<file path="config.mk">
export PLATFORM = sky130hd
export DESIGN_NAME = sspi_port
export DESIGN_NICKNAME = d
export VERILOG_FILES = /design/src/rtl/sspi_pkg.sv /design/src/rtl/sspi_sync.sv /design/src/rtl/sspi_port.sv
export VERILOG_INCLUDE_DIRS = /design/src /design/src/rtl
export SDC_FILE = /design/constraint.sdc
export NUM_CORES = 1
export LEC_CHECK = 0
export ABC_CLOCK_PERIOD_IN_PS = 2600
export CAP_MARGIN = 20
export CORE_MARGIN = 8
export CORE_UTILIZATION = 30
export DETAILED_ROUTE_END_ITERATION = 12
export DONT_BUFFER_PORTS = 1
export HOLD_SLACK_MARGIN = 0.02
export PLACE_DENSITY = 0.55
export SLEW_MARGIN = 20
export SYNTH_ARGS = -nofsm -noshare
export SYNTH_HDL_FRONTEND = slang
export SYNTH_SLANG_ARGS = --single-unit
</file>
<file path="constraint.sdc">
create_clock -name ref_clk -period 2.6 [get_ports ref_clk]
set_clock_uncertainty 0.2 [all_clocks]
set_input_delay 0.13 -clock ref_clk [delete_from_list [all_inputs] [get_ports ref_clk]]
set_output_delay 0.13 -clock ref_clk [all_outputs]
set_load 0.03 [all_outputs]
</file>
<file path="src/rtl/sspi_regs.svh">
`ifndef SSPI_REGS_SVH
`define SSPI_REGS_SVH
`define SSPI_ADDR_W 7
`define SSPI_DATA_W 8
`define SSPI_BIT_CNT_W 5
`define SSPI_ADDR_LAST_BIT 5'h07
`define SSPI_DUMMY_LAST_BIT 5'h0F
`define SSPI_DATA_LAST_BIT 5'h17
`define SSPI_DATA_FIRST_BIT 5'h10
`define SSPI_BYTE_RESTART 5'h10
`define SSPI_CONFIG_FIRST_ADDR 7'h15
`define SSPI_WIRE_MODE_BIT 0
`define SSPI_RESET_BYTE 8'h00
`endif

</file>
<file path="src/rtl/sspi_pkg.sv">
package sspi_pkg;
  typedef enum logic [1:0] {
    SSPI_IDLE = 2'b00,
    SSPI_HEADER = 2'b01,
    SSPI_DATA = 2'b10
  } sspi_state_t;
  typedef logic [7:0] sspi_byte_t;
  typedef logic [6:0] sspi_addr_t;
endpackage : sspi_pkg

</file>
<file path="src/rtl/sspi_sync.sv">
`timescale 1ns/1ps
`default_nettype none
module sspi_sync (
  input wire logic ref_clk,
  input wire logic rst,
  input wire logic async_in,
  input wire logic reset_value,
  output logic sync_out
);
  logic stage1;
  always_ff @(posedge ref_clk or posedge rst)
  begin
    if (rst)
    begin
      stage1 <= 1'b0;
      sync_out <= 1'b0;
    end
    else
    begin
      stage1 <= async_in ^ reset_value;
      sync_out <= stage1;
    end
  end
endmodule : sspi_sync
`default_nettype wire

</file>
<file path="src/rtl/sspi_port.sv">
`timescale 1ns/1ps
`default_nettype none
`include "sspi_regs.svh"
module sspi_port (
  input wire logic ref_clk,
  input wire logic rst,
  input wire logic soft_reset,
  input wire logic spi_select_n,
  input wire logic spi_clk,
  input wire logic spi_data_in,
  input wire logic spi_data_io_in,
  output logic spi_data_out,
  output logic spi_data_out_en,
  output logic spi_data_io_out,
  output logic spi_data_io_en,
  output logic three_wire_mode,
  output logic reg_wr_en,
  output sspi_pkg::sspi_addr_t reg_addr,
  output sspi_pkg::sspi_byte_t reg_wr_data,
  input wire sspi_pkg::sspi_byte_t reg_rd_data
);
  import sspi_pkg::*;

  // ----------------------------------------------------------------
  // Pin synchronisers
  // ----------------------------------------------------------------
  logic selected_s;
  logic clk_s;
  logic din_s;
  logic dio_s;
  logic clk_d;
  logic sel_d;
  logic clk_rise;
  logic clk_fall;
  logic sel_rise;
  logic active;
  logic in_bit;

  // The select pin is inverted on entry, so the synchronised level is high while
  // the host selects us, and its reset value of zero reads as deselected.
  // The serial clock is oversampled, so each of its phases must last at least two
  // reference cycles; a faster host loses edges.
  sspi_sync u_sync_sel (
    .ref_clk(ref_clk),
    .rst(rst),
    .async_in(spi_select_n),
    .reset_value(1'b1),
    .sync_out(selected_s)
  );
  sspi_sync u_sync_clk (
    .ref_clk(ref_clk),
    .rst(rst),
    .async_in(spi_clk),
    .reset_value(1'b0),
    .sync_out(clk_s)
  );
  sspi_sync u_sync_din (
    .ref_clk(ref_clk),
    .rst(rst),
    .async_in(spi_data_in),
    .reset_value(1'b0),
    .sync_out(din_s)
  );
  sspi_sync u_sync_dio (
    .ref_clk(ref_clk),
    .rst(rst),
    .async_in(spi_data_io_in),
    .reset_value(1'b0),
    .sync_out(dio_s)
  );

  // ----------------------------------------------------------------
  // Edge detection
  // ----------------------------------------------------------------
  // Both delay stages reset to the idle level of their line, so reset makes no false edge.
  always_ff @(posedge ref_clk or posedge rst)
  begin
    if (rst)
    begin
      clk_d <= 1'b0;
      sel_d <= 1'b0;
    end
    else
    begin
      clk_d <= clk_s;
      sel_d <= selected_s;
    end
  end

  // High while the host keeps the select line released.
  logic sel_high;
  assign sel_high = ~selected_s;
  assign active = ~sel_high;
  assign clk_rise = active & clk_s & ~clk_d;
  assign clk_fall = active & ~clk_s & clk_d;
  assign sel_rise = ~selected_s & sel_d;
  assign in_bit = three_wire_mode ? dio_s : din_s;

  // ----------------------------------------------------------------
  // Frame sequencing
  // ----------------------------------------------------------------
  sspi_state_t state;
  logic [`SSPI_BIT_CNT_W-1:0] bit_cnt;
  logic rd_dir;
  sspi_byte_t shift_in;
  sspi_byte_t shift_out;
  logic [`SSPI_BIT_CNT_W-1:0] next_bit_cnt;

  // After rise 16 and after every full data byte the counter stands at 16 again.
  assign next_bit_cnt = (bit_cnt == `SSPI_DATA_LAST_BIT) ? `SSPI_BYTE_RESTART
                                                         : bit_cnt + 5'h01;

  // Select high wins over a clock edge, so a cut frame never advances the count.
  // host starts every frame
  always_ff @(posedge ref_clk or posedge rst)
  begin
    if (rst)
    begin
      state <= SSPI_IDLE;
      bit_cnt <= '0;
    end
    else if (sel_high)
    begin
      state <= SSPI_IDLE;
      bit_cnt <= '0;
    end
    else if (clk_rise)
    begin
      bit_cnt <= (state == SSPI_IDLE) ? 5'h01 : next_bit_cnt;
      unique case (state)
        SSPI_IDLE: state <= SSPI_HEADER;
        SSPI_HEADER: state <= (bit_cnt == `SSPI_DUMMY_LAST_BIT) ? SSPI_DATA : SSPI_HEADER;
        SSPI_DATA: state <= SSPI_DATA;
        default: state <= SSPI_IDLE;
      endcase
    end
  end

  // The direction is kept for the whole frame, since reads and writes differ only after bit 16.
  // first bit direction
  always_ff @(posedge ref_clk or posedge rst)
  begin
    if (rst)
      rd_dir <= 1'b0;
    else if (clk_rise && state == SSPI_IDLE)
      rd_dir <= in_bit;
    else if (sel_rise)
      rd_dir <= 1'b0;
  end

  always_ff @(posedge ref_clk or posedge rst)
  begin
    if (rst)
      shift_in <= `SSPI_RESET_BYTE;
    else if (clk_rise)
      shift_in <= {shift_in[6:0], in_bit};
  end

  // ----------------------------------------------------------------
  // Address and register write
  // ----------------------------------------------------------------
  logic byte_done;
  sspi_byte_t rx_byte;
  logic advance;
  assign byte_done = clk_rise && state == SSPI_DATA && bit_cnt == `SSPI_DATA_LAST_BIT;
  // The byte is complete on the edge that brings its last bit.
  assign rx_byte = {shift_in[6:0], in_bit};
  // A write moves the pointer only with its store pulse, so the store still lands in the
  // addressed register; a read moves it at once, so the reload fetches the next one.
  assign advance = (byte_done && rd_dir) || reg_wr_en;

  always_ff @(posedge ref_clk or posedge rst)
  begin
    if (rst)
      reg_addr <= '0;
    else if (clk_rise && state == SSPI_HEADER && bit_cnt == `SSPI_ADDR_LAST_BIT)
      reg_addr <= {shift_in[5:0], in_bit};
    else if (advance)
      reg_addr <= reg_addr + 7'h01;
  end

  // The strobe is registered, so pointer, data and strobe leave the block together.
  // dummy byte discarded
  always_ff @(posedge ref_clk or posedge rst)
  begin
    if (rst)
    begin
      reg_wr_en <= 1'b0;
      reg_wr_data <= `SSPI_RESET_BYTE;
    end
    else
    begin
      reg_wr_en <= byte_done & ~rd_dir & ~sel_high;
      if (byte_done && !rd_dir)
        reg_wr_data <= rx_byte;
    end
  end

  // A soft reset wins over a write in the same cycle; it clears only the wire mode, back to four-wire.
  // four-wire after reset
  always_ff @(posedge ref_clk or posedge rst)
  begin
    if (rst)
      three_wire_mode <= 1'b0;
    else if (soft_reset)
      three_wire_mode <= 1'b0;
    else if (byte_done && !rd_dir && reg_addr == `SSPI_CONFIG_FIRST_ADDR)
      three_wire_mode <= rx_byte[`SSPI_WIRE_MODE_BIT];
  end

  // ----------------------------------------------------------------
  // Read data path
  // ----------------------------------------------------------------
  // The register is loaded at the end of the dummy byte or of a data byte,
  // so the first bit is ready before the falling edge that starts the byte.
  logic load_rd;
  logic out_en;
  assign load_rd = clk_rise && rd_dir &&
                   ((state == SSPI_HEADER && bit_cnt == `SSPI_DUMMY_LAST_BIT) ||
                    (state == SSPI_DATA && bit_cnt == `SSPI_DATA_LAST_BIT));

  // One cycle of delay lets the pointer settle before the register file is read.
  logic load_pending;
  always_ff @(posedge ref_clk or posedge rst)
  begin
    if (rst)
      load_pending <= 1'b0;
    else
      load_pending <= load_rd & ~sel_high;
  end

  // MSB first on 17 to 24
  always_ff @(posedge ref_clk or posedge rst)
  begin
    if (rst)
    begin
      shift_out <= `SSPI_RESET_BYTE;
      out_en <= 1'b0;
    end
    else if (sel_high)
    begin
      out_en <= 1'b0;
    end
    else if (load_pending)
    begin
      shift_out <= reg_rd_data;
      out_en <= 1'b1;
    end
    else if (clk_fall && out_en && bit_cnt != `SSPI_BYTE_RESTART)
      shift_out <= {shift_out[6:0], 1'b0};
  end

  // The pins float only through the enables; the data bits keep their last value.
  // output undriven deselected
  always_ff @(posedge ref_clk or posedge rst)
  begin
    if (rst)
    begin
      spi_data_out <= 1'b0;
      spi_data_out_en <= 1'b0;
      spi_data_io_out <= 1'b0;
      spi_data_io_en <= 1'b0;
    end
    else
    begin
      spi_data_out <= shift_out[7];
      spi_data_io_out <= shift_out[7];
      spi_data_out_en <= out_en & ~sel_high & ~three_wire_mode;
      spi_data_io_en <= out_en & ~sel_high & three_wire_mode;
    end
  end
endmodule : sspi_port
`default_nettype wire

</file>
# Word level (Yosys, flattened, before mapping)
# Cells that the tools add are included.
[classes] n_addsub=2 eq_ne=9 n_mux=19 n_bitwise=17 n_reduce_logical=23
[op_table] cell="5-bit two-way mux" n=4
[op_table] cell="8-bit two-way mux" n=2
[op_table] cell="1-bit logical AND" n=14
[op_table] cell="7-bit two-way mux" n=2
[op_table] cell="1-bit bitwise AND" n=11
[op_table] cell="2-bit nonzero test" n=4
[op_table] cell="7-bit by 1-bit adder with 7-bit output (second input constant)" n=1
[op_table] cell="7-bit by 5-bit == test with 1-bit output (second input constant)" n=1
[op_table] cell="1-bit two-way mux" n=7
[op_table] cell="2-bit two-way mux" n=3
[op_table] cell="1-bit NOT" n=6
[op_table] cell="2-bit one-hot mux with 3 select lines" n=1
[op_table] cell="5-bit by 1-bit adder with 5-bit output (second input constant)" n=1
[op_table] cell="5-bit by 3-bit == test with 1-bit output (second input constant)" n=1
[op_table] cell="5-bit by 4-bit == test with 1-bit output (second input constant)" n=1
[op_table] cell="5-bit == test (second input constant)" n=1
[op_table] cell="5-bit != test (second input constant)" n=1
[op_table] cell="2-bit != test (second input constant)" n=2
[op_table] cell="2-bit by 1-bit == test with 1-bit output (second input constant)" n=1
[op_table] cell="2-bit == test (second input constant)" n=1
[op_table] cell="2-bit zero test" n=1
[op_table] cell="1-bit logical OR" n=2
[op_table] cell="2-bit AND reduction" n=1
[op_table] cell="1-bit zero test" n=1
[totals] register_bits=55 in_bits=15

# Depth between registers and ports, before layout
[depth] depth_word=8 depth_mapped=8 depth_no_buf=7

# Cells and area by module
# Synthesis repeated with hierarchy kept, for this count alone.
[unflattened] cells_unflattened=221 hier_area_um2=2426.1
[by_module_without_submodules] module="sspi_port" n_inst=1 cells_each=205 area_each_um2=2175.8 seq_area_each_um2=1176.1
[by_module_without_submodules] module="sspi_sync" n_inst=4 cells_each=4 area_each_um2=62.6 seq_area_each_um2=50.0

# Least setup slack after synthesis
# OpenSTA, ideal clock, no wires.
[synth_timing] kind="reg-to-reg" start="reg reg_addr[0]" end="reg three_wire_mode" setup_time_ns=0.096 t_arrival_ns=1.786 required_time_ns=2.304 slack_ns=0.519 stages_incl_launch_ff=6 n_path_buf=0 period_less_slack_ns=2.081 cell_sequence="dfrtp_1 ha_1 or4bb_1 nor3b_2 a21oi_2 a311oi_2"
[synth_between] elab_chain_len=3
[synth_lines] item="from (decl)" line="sspi_port.sv:18" text="output sspi_pkg::sspi_addr_t reg_addr,"
[synth_lines] item="from (signal assigned)" line="sspi_port.sv:177" text="reg_addr <= {shift_in[5:0], in_bit};"
[synth_lines] item="from (signal assigned)" line="sspi_port.sv:179" text="reg_addr <= reg_addr + 7'h01;"
[synth_lines] item="7-bit by 5-bit == test with 1-bit output (no source line)"
[synth_lines] item="1-bit logical AND (no source line)"
[synth_lines] item="2-bit nonzero test (no source line)"
[synth_lines] item="to (signal assigned)" line="sspi_port.sv:208" text="three_wire_mode <= rx_byte[`SSPI_WIRE_MODE_BIT];"
[synth_lines] item="to (decl)" line="sspi_port.sv:16" text="output logic three_wire_mode,"
# No other way between the ends.
# A chain may end at the register's enable or synchronous reset.

# Worst setup path after layout
[layout_timing] start="reg bit_cnt[0]" end="reg reg_wr_data[7]"
[layout_between] elab_chain_len=3
[layout_lines] item="from (decl)" line="sspi_port.sv:103" text="logic [`SSPI_BIT_CNT_W-1:0] bit_cnt;"
[layout_lines] item="from (signal assigned)" line="sspi_port.sv:129" text="bit_cnt <= (state == SSPI_IDLE) ? 5'h01 : next_bit_cnt;"
[layout_lines] item="5-bit == test (no source line)"
[layout_lines] item="1-bit logical AND (no source line)"
[layout_lines] item="1-bit logical AND" line="sspi_port.sv:194" text="if (byte_done && !rd_dir)"
[layout_lines] item="to (signal assigned)" line="sspi_port.sv:189" text="reg_wr_data <= `SSPI_RESET_BYTE;"
[layout_lines] item="to (signal assigned)" line="sspi_port.sv:195" text="reg_wr_data <= rx_byte;"
[layout_lines] item="to (decl)" line="sspi_port.sv:19" text="output sspi_pkg::sspi_byte_t reg_wr_data,"
# No other way between the ends.

==> flow_summary_export.csv <==
group,metric,value,unit
place,place_area,0.00253,mm2
sta,maxSlewViolCount,0,
grt,grt_pass1_vias,1621,
clocking,cts.sinks,55,
cells_and_area,synthToLayoutAreaGrowth,16.2,%
floorplan,die_x,105,um
clocking,cts-root-buf,"clkbuf_8",
sta,worstMarginPinSlew,0.684,ns
power_and_ir_drop,p_sw,377,uW
sta,timing.hold.ws,0.137,ns
synthesis,synth.area.top_cells,"dfrtp_1, nand2_1, mux2i_1",
synthesis,synth_edf_count,0,
power_and_ir_drop,swShare,25.1,%
floorplan,coreArea,0.00773,mm2
power_and_ir_drop,internal-power,1120,uW
drt,antenna_left,0,
cells_and_area,stdcell_area,0.00277,mm2
critical_path,cp.required,2.59,ns
drt,drtIter0Drc,70,
critical_path,crit_arrival,2.22,ns
sta,timing.fmax,450,MHz
critical_path,crit_fanout,11,
cells_and_area,final_core_util,35.9,%
clocking,h-tree-depth,2,
synthesis,synth_nets,233,
sta,rsz0062_at_grt,"false",
cells_and_area,layout_commonest_cell,"dfrtp_1",
power_and_ir_drop,p_per_area,541,mW/mm2
synthesis,netlist_area,0.00238,mm2
grt,grt_pass1_wl,8090,um
drt,wl,4760,um
floorplan,die_area,0.0111,mm2
critical_path,crit_path_start_kind,"flop",
sta,report.final.hold_viol_count,0,
synthesis,yosys.area.top_type,"dfrtp_1",
clocking,cts_buffers,5,
synthesis,syn-instance-count,213,
place,port_buffers,0,
power_and_ir_drop,seqPwrFrac,61.7,%
synthesis,synth_cell_type_count,40,
grt,antenna_found_initial,0,
critical_path,worst-r2r-setup-slack,0.38,ns
place,gp_congestion,0.760,
clocking,path_clk_slew,0.11,ns
sta,setup_viol,0,
clocking,cts-resized-gates,0,
hold_path,hold_class,"reg -> reg",
critical_path,critPathKind,"reg -> reg",
grt,grtUsageTotal,8.99,%
cells_and_area,antenna_cells,0,
floorplan,die_y,105,um
sta,fin_crit_sh,85.5,%
clocking,clk_latency,0.31,ns
hold_path,whs_path_depth,0,
sta,tns,0,ns
drt,dr_total_vias,1547,
drt,first_pass_iters,4,
floorplan,initial_core_util,30.9,%
synthesis,syn_area_per_cell,11.2,um2
clocking,cts_tree,"done",
power_and_ir_drop,pwr-share-comb,5.6,%
clocking,clockBufferDepth,2,
synthesis,synth_top_area_share,57.7,%
sta,slew_headroom,54.4,%
cells_and_area,layout_common_cells,"dfrtp_1, nand2_1, o21ai_0, dlygate4sd3_1, nor2_1",
status,status,"completed",
synthesis,synth_warnings,0,
cells_and_area,instances_no_fill,338,
power_and_ir_drop,p_clk_share,32.7,%
drt,routedWlPerCell,14.1,um
grt,overflow,0,
drt,drcViolationCount,0,
floorplan,ios,36,
drt,vias_per_cell,4.58,
grt,grt_max_degree,56,
synthesis,synthFlopType,"dfrtp_1",
critical_path,cp-end-kind,"flop",
cells_and_area,nets,255,
sta,final.min_clock_period,2.22,ns
critical_path,reg2reg_depth,5,
job,cap_viol_max_count,0,
cells_and_area,n_fill_cell,777,
synthesis,ys_seq_area_share,57.7,%
place,place_hpwl,3330,um
cells_and_area,drive_gt1_share,17.4,%
synthesis,async_flop_share,100,%
floorplan,core.rowCount,32,
place,place_inst,316,
synthesis,synth-seq-cells,55,
power_and_ir_drop,leakage,0.00132,uW
power_and_ir_drop,ir_drop,0.000249,V
## power groups by stage
stage	clock (uW)	combinational, uW	sequential [uW]
4_1_cts	517	87.9	926
6_report	490	84.4	926
3_5_place_dp	0	69.7	943
5_1_grt	548	97.9	932
3_3_place_gp	0	67.6	942
2_1_floorplan	0	50.4	930
## worst max-delay path, stage by stage (launching register included)
cell and delay, ns:
dfrtp_1 0.42, ha_1 0.25, and4b_4 0.31, nand2_4 0.07
nor3_4 0.47, mux2_2 0.39
## sequential cells by signal (all words and copies together), names as in the netlist, 2 cells and up
name         flops
shift_in         7
shift_out        8
reg_addr         7
bit_cnt          5
reg_wr_data      8
state            2
## what timing repair did
item                                   CTS  global route
buffers inserted                         0             0
endpoints found under the hold margin   68             0
hold buffers                            14             0
## path summary, 6_finish.rpt
check                                  startpoint             endpoint
worst max register to register         bit_cnt[0]       reg_wr_data[7]
worst min register to register  u_sync_clk.stage1  u_sync_clk.sync_out
worst min-delay path            u_sync_clk.stage1  u_sync_clk.sync_out
worst max-delay path                   bit_cnt[0]       reg_wr_data[7]
max in group asynchronous                     rst    u_sync_clk.stage1
min in group asynchronous                     rst           bit_cnt[3]
## synth_stat cells (all sizes together) (3+ instances only)
cell type,instances
nand3,8
o21ai,14
a21oi,9
xor2,6
nor2,13
mux2i,10
buf,7
ha,5
dfrtp,55
nand4,3
and3,5
inv,7
mux2,8
clkbuf,3
nand2,39
## stage by stage
stage | total power [uW] | worst slack, ns
4_1_cts | 1530 | 0.328
3_3_place_gp | 1010 | 0.434
2_1_floorplan | 980 | 0.519
3_5_place_dp | 1010 | 0.350
5_1_grt | 1580 | 0.238
6_report | 1500 | 0.376
## area by class of cell
cell class	count	area [um2]	area share (%)
Multi-Input combinational cell	141	922	33.3
Inverter	7	26.3	0.948
Tap cell	102	128	4.60
Timing Repair Buffer	25	223	8.04
Sequential cell	55	1380	49.7
Clock buffer	5	68.8	2.48
Clock inverter	3	27.5	0.993
## routing by layer
layer | global-route usage [%] | vias to the layer above | wire [um]
li1 | - | 765 | -
met1 | 10.7 | 756 | 2170
met2 | 14.7 | 24 | 2280
met3 | 3.07 | 2 | 263
met4 | 3.36 | 0 | 47
met5 | 0 | - | 0
## logic make-up (layout without fill, tap and decap cells)
kind of cell	Yosys count	count (layout)	share of synthesized area (%)
AO/OA/AOI/OAI	30	30	7.82
XOR/XNOR	6	6	2.20
adder cells (fa/ha/maj)	5	5	2.62
buffers and inverters	17	40	3.62
flip-flops	55	55	57.7
multiplexers	18	18	7.98
AND/OR/NAND/NOR	82	82	18.0
No activity file was read; power rests on OpenSTA's default activity.
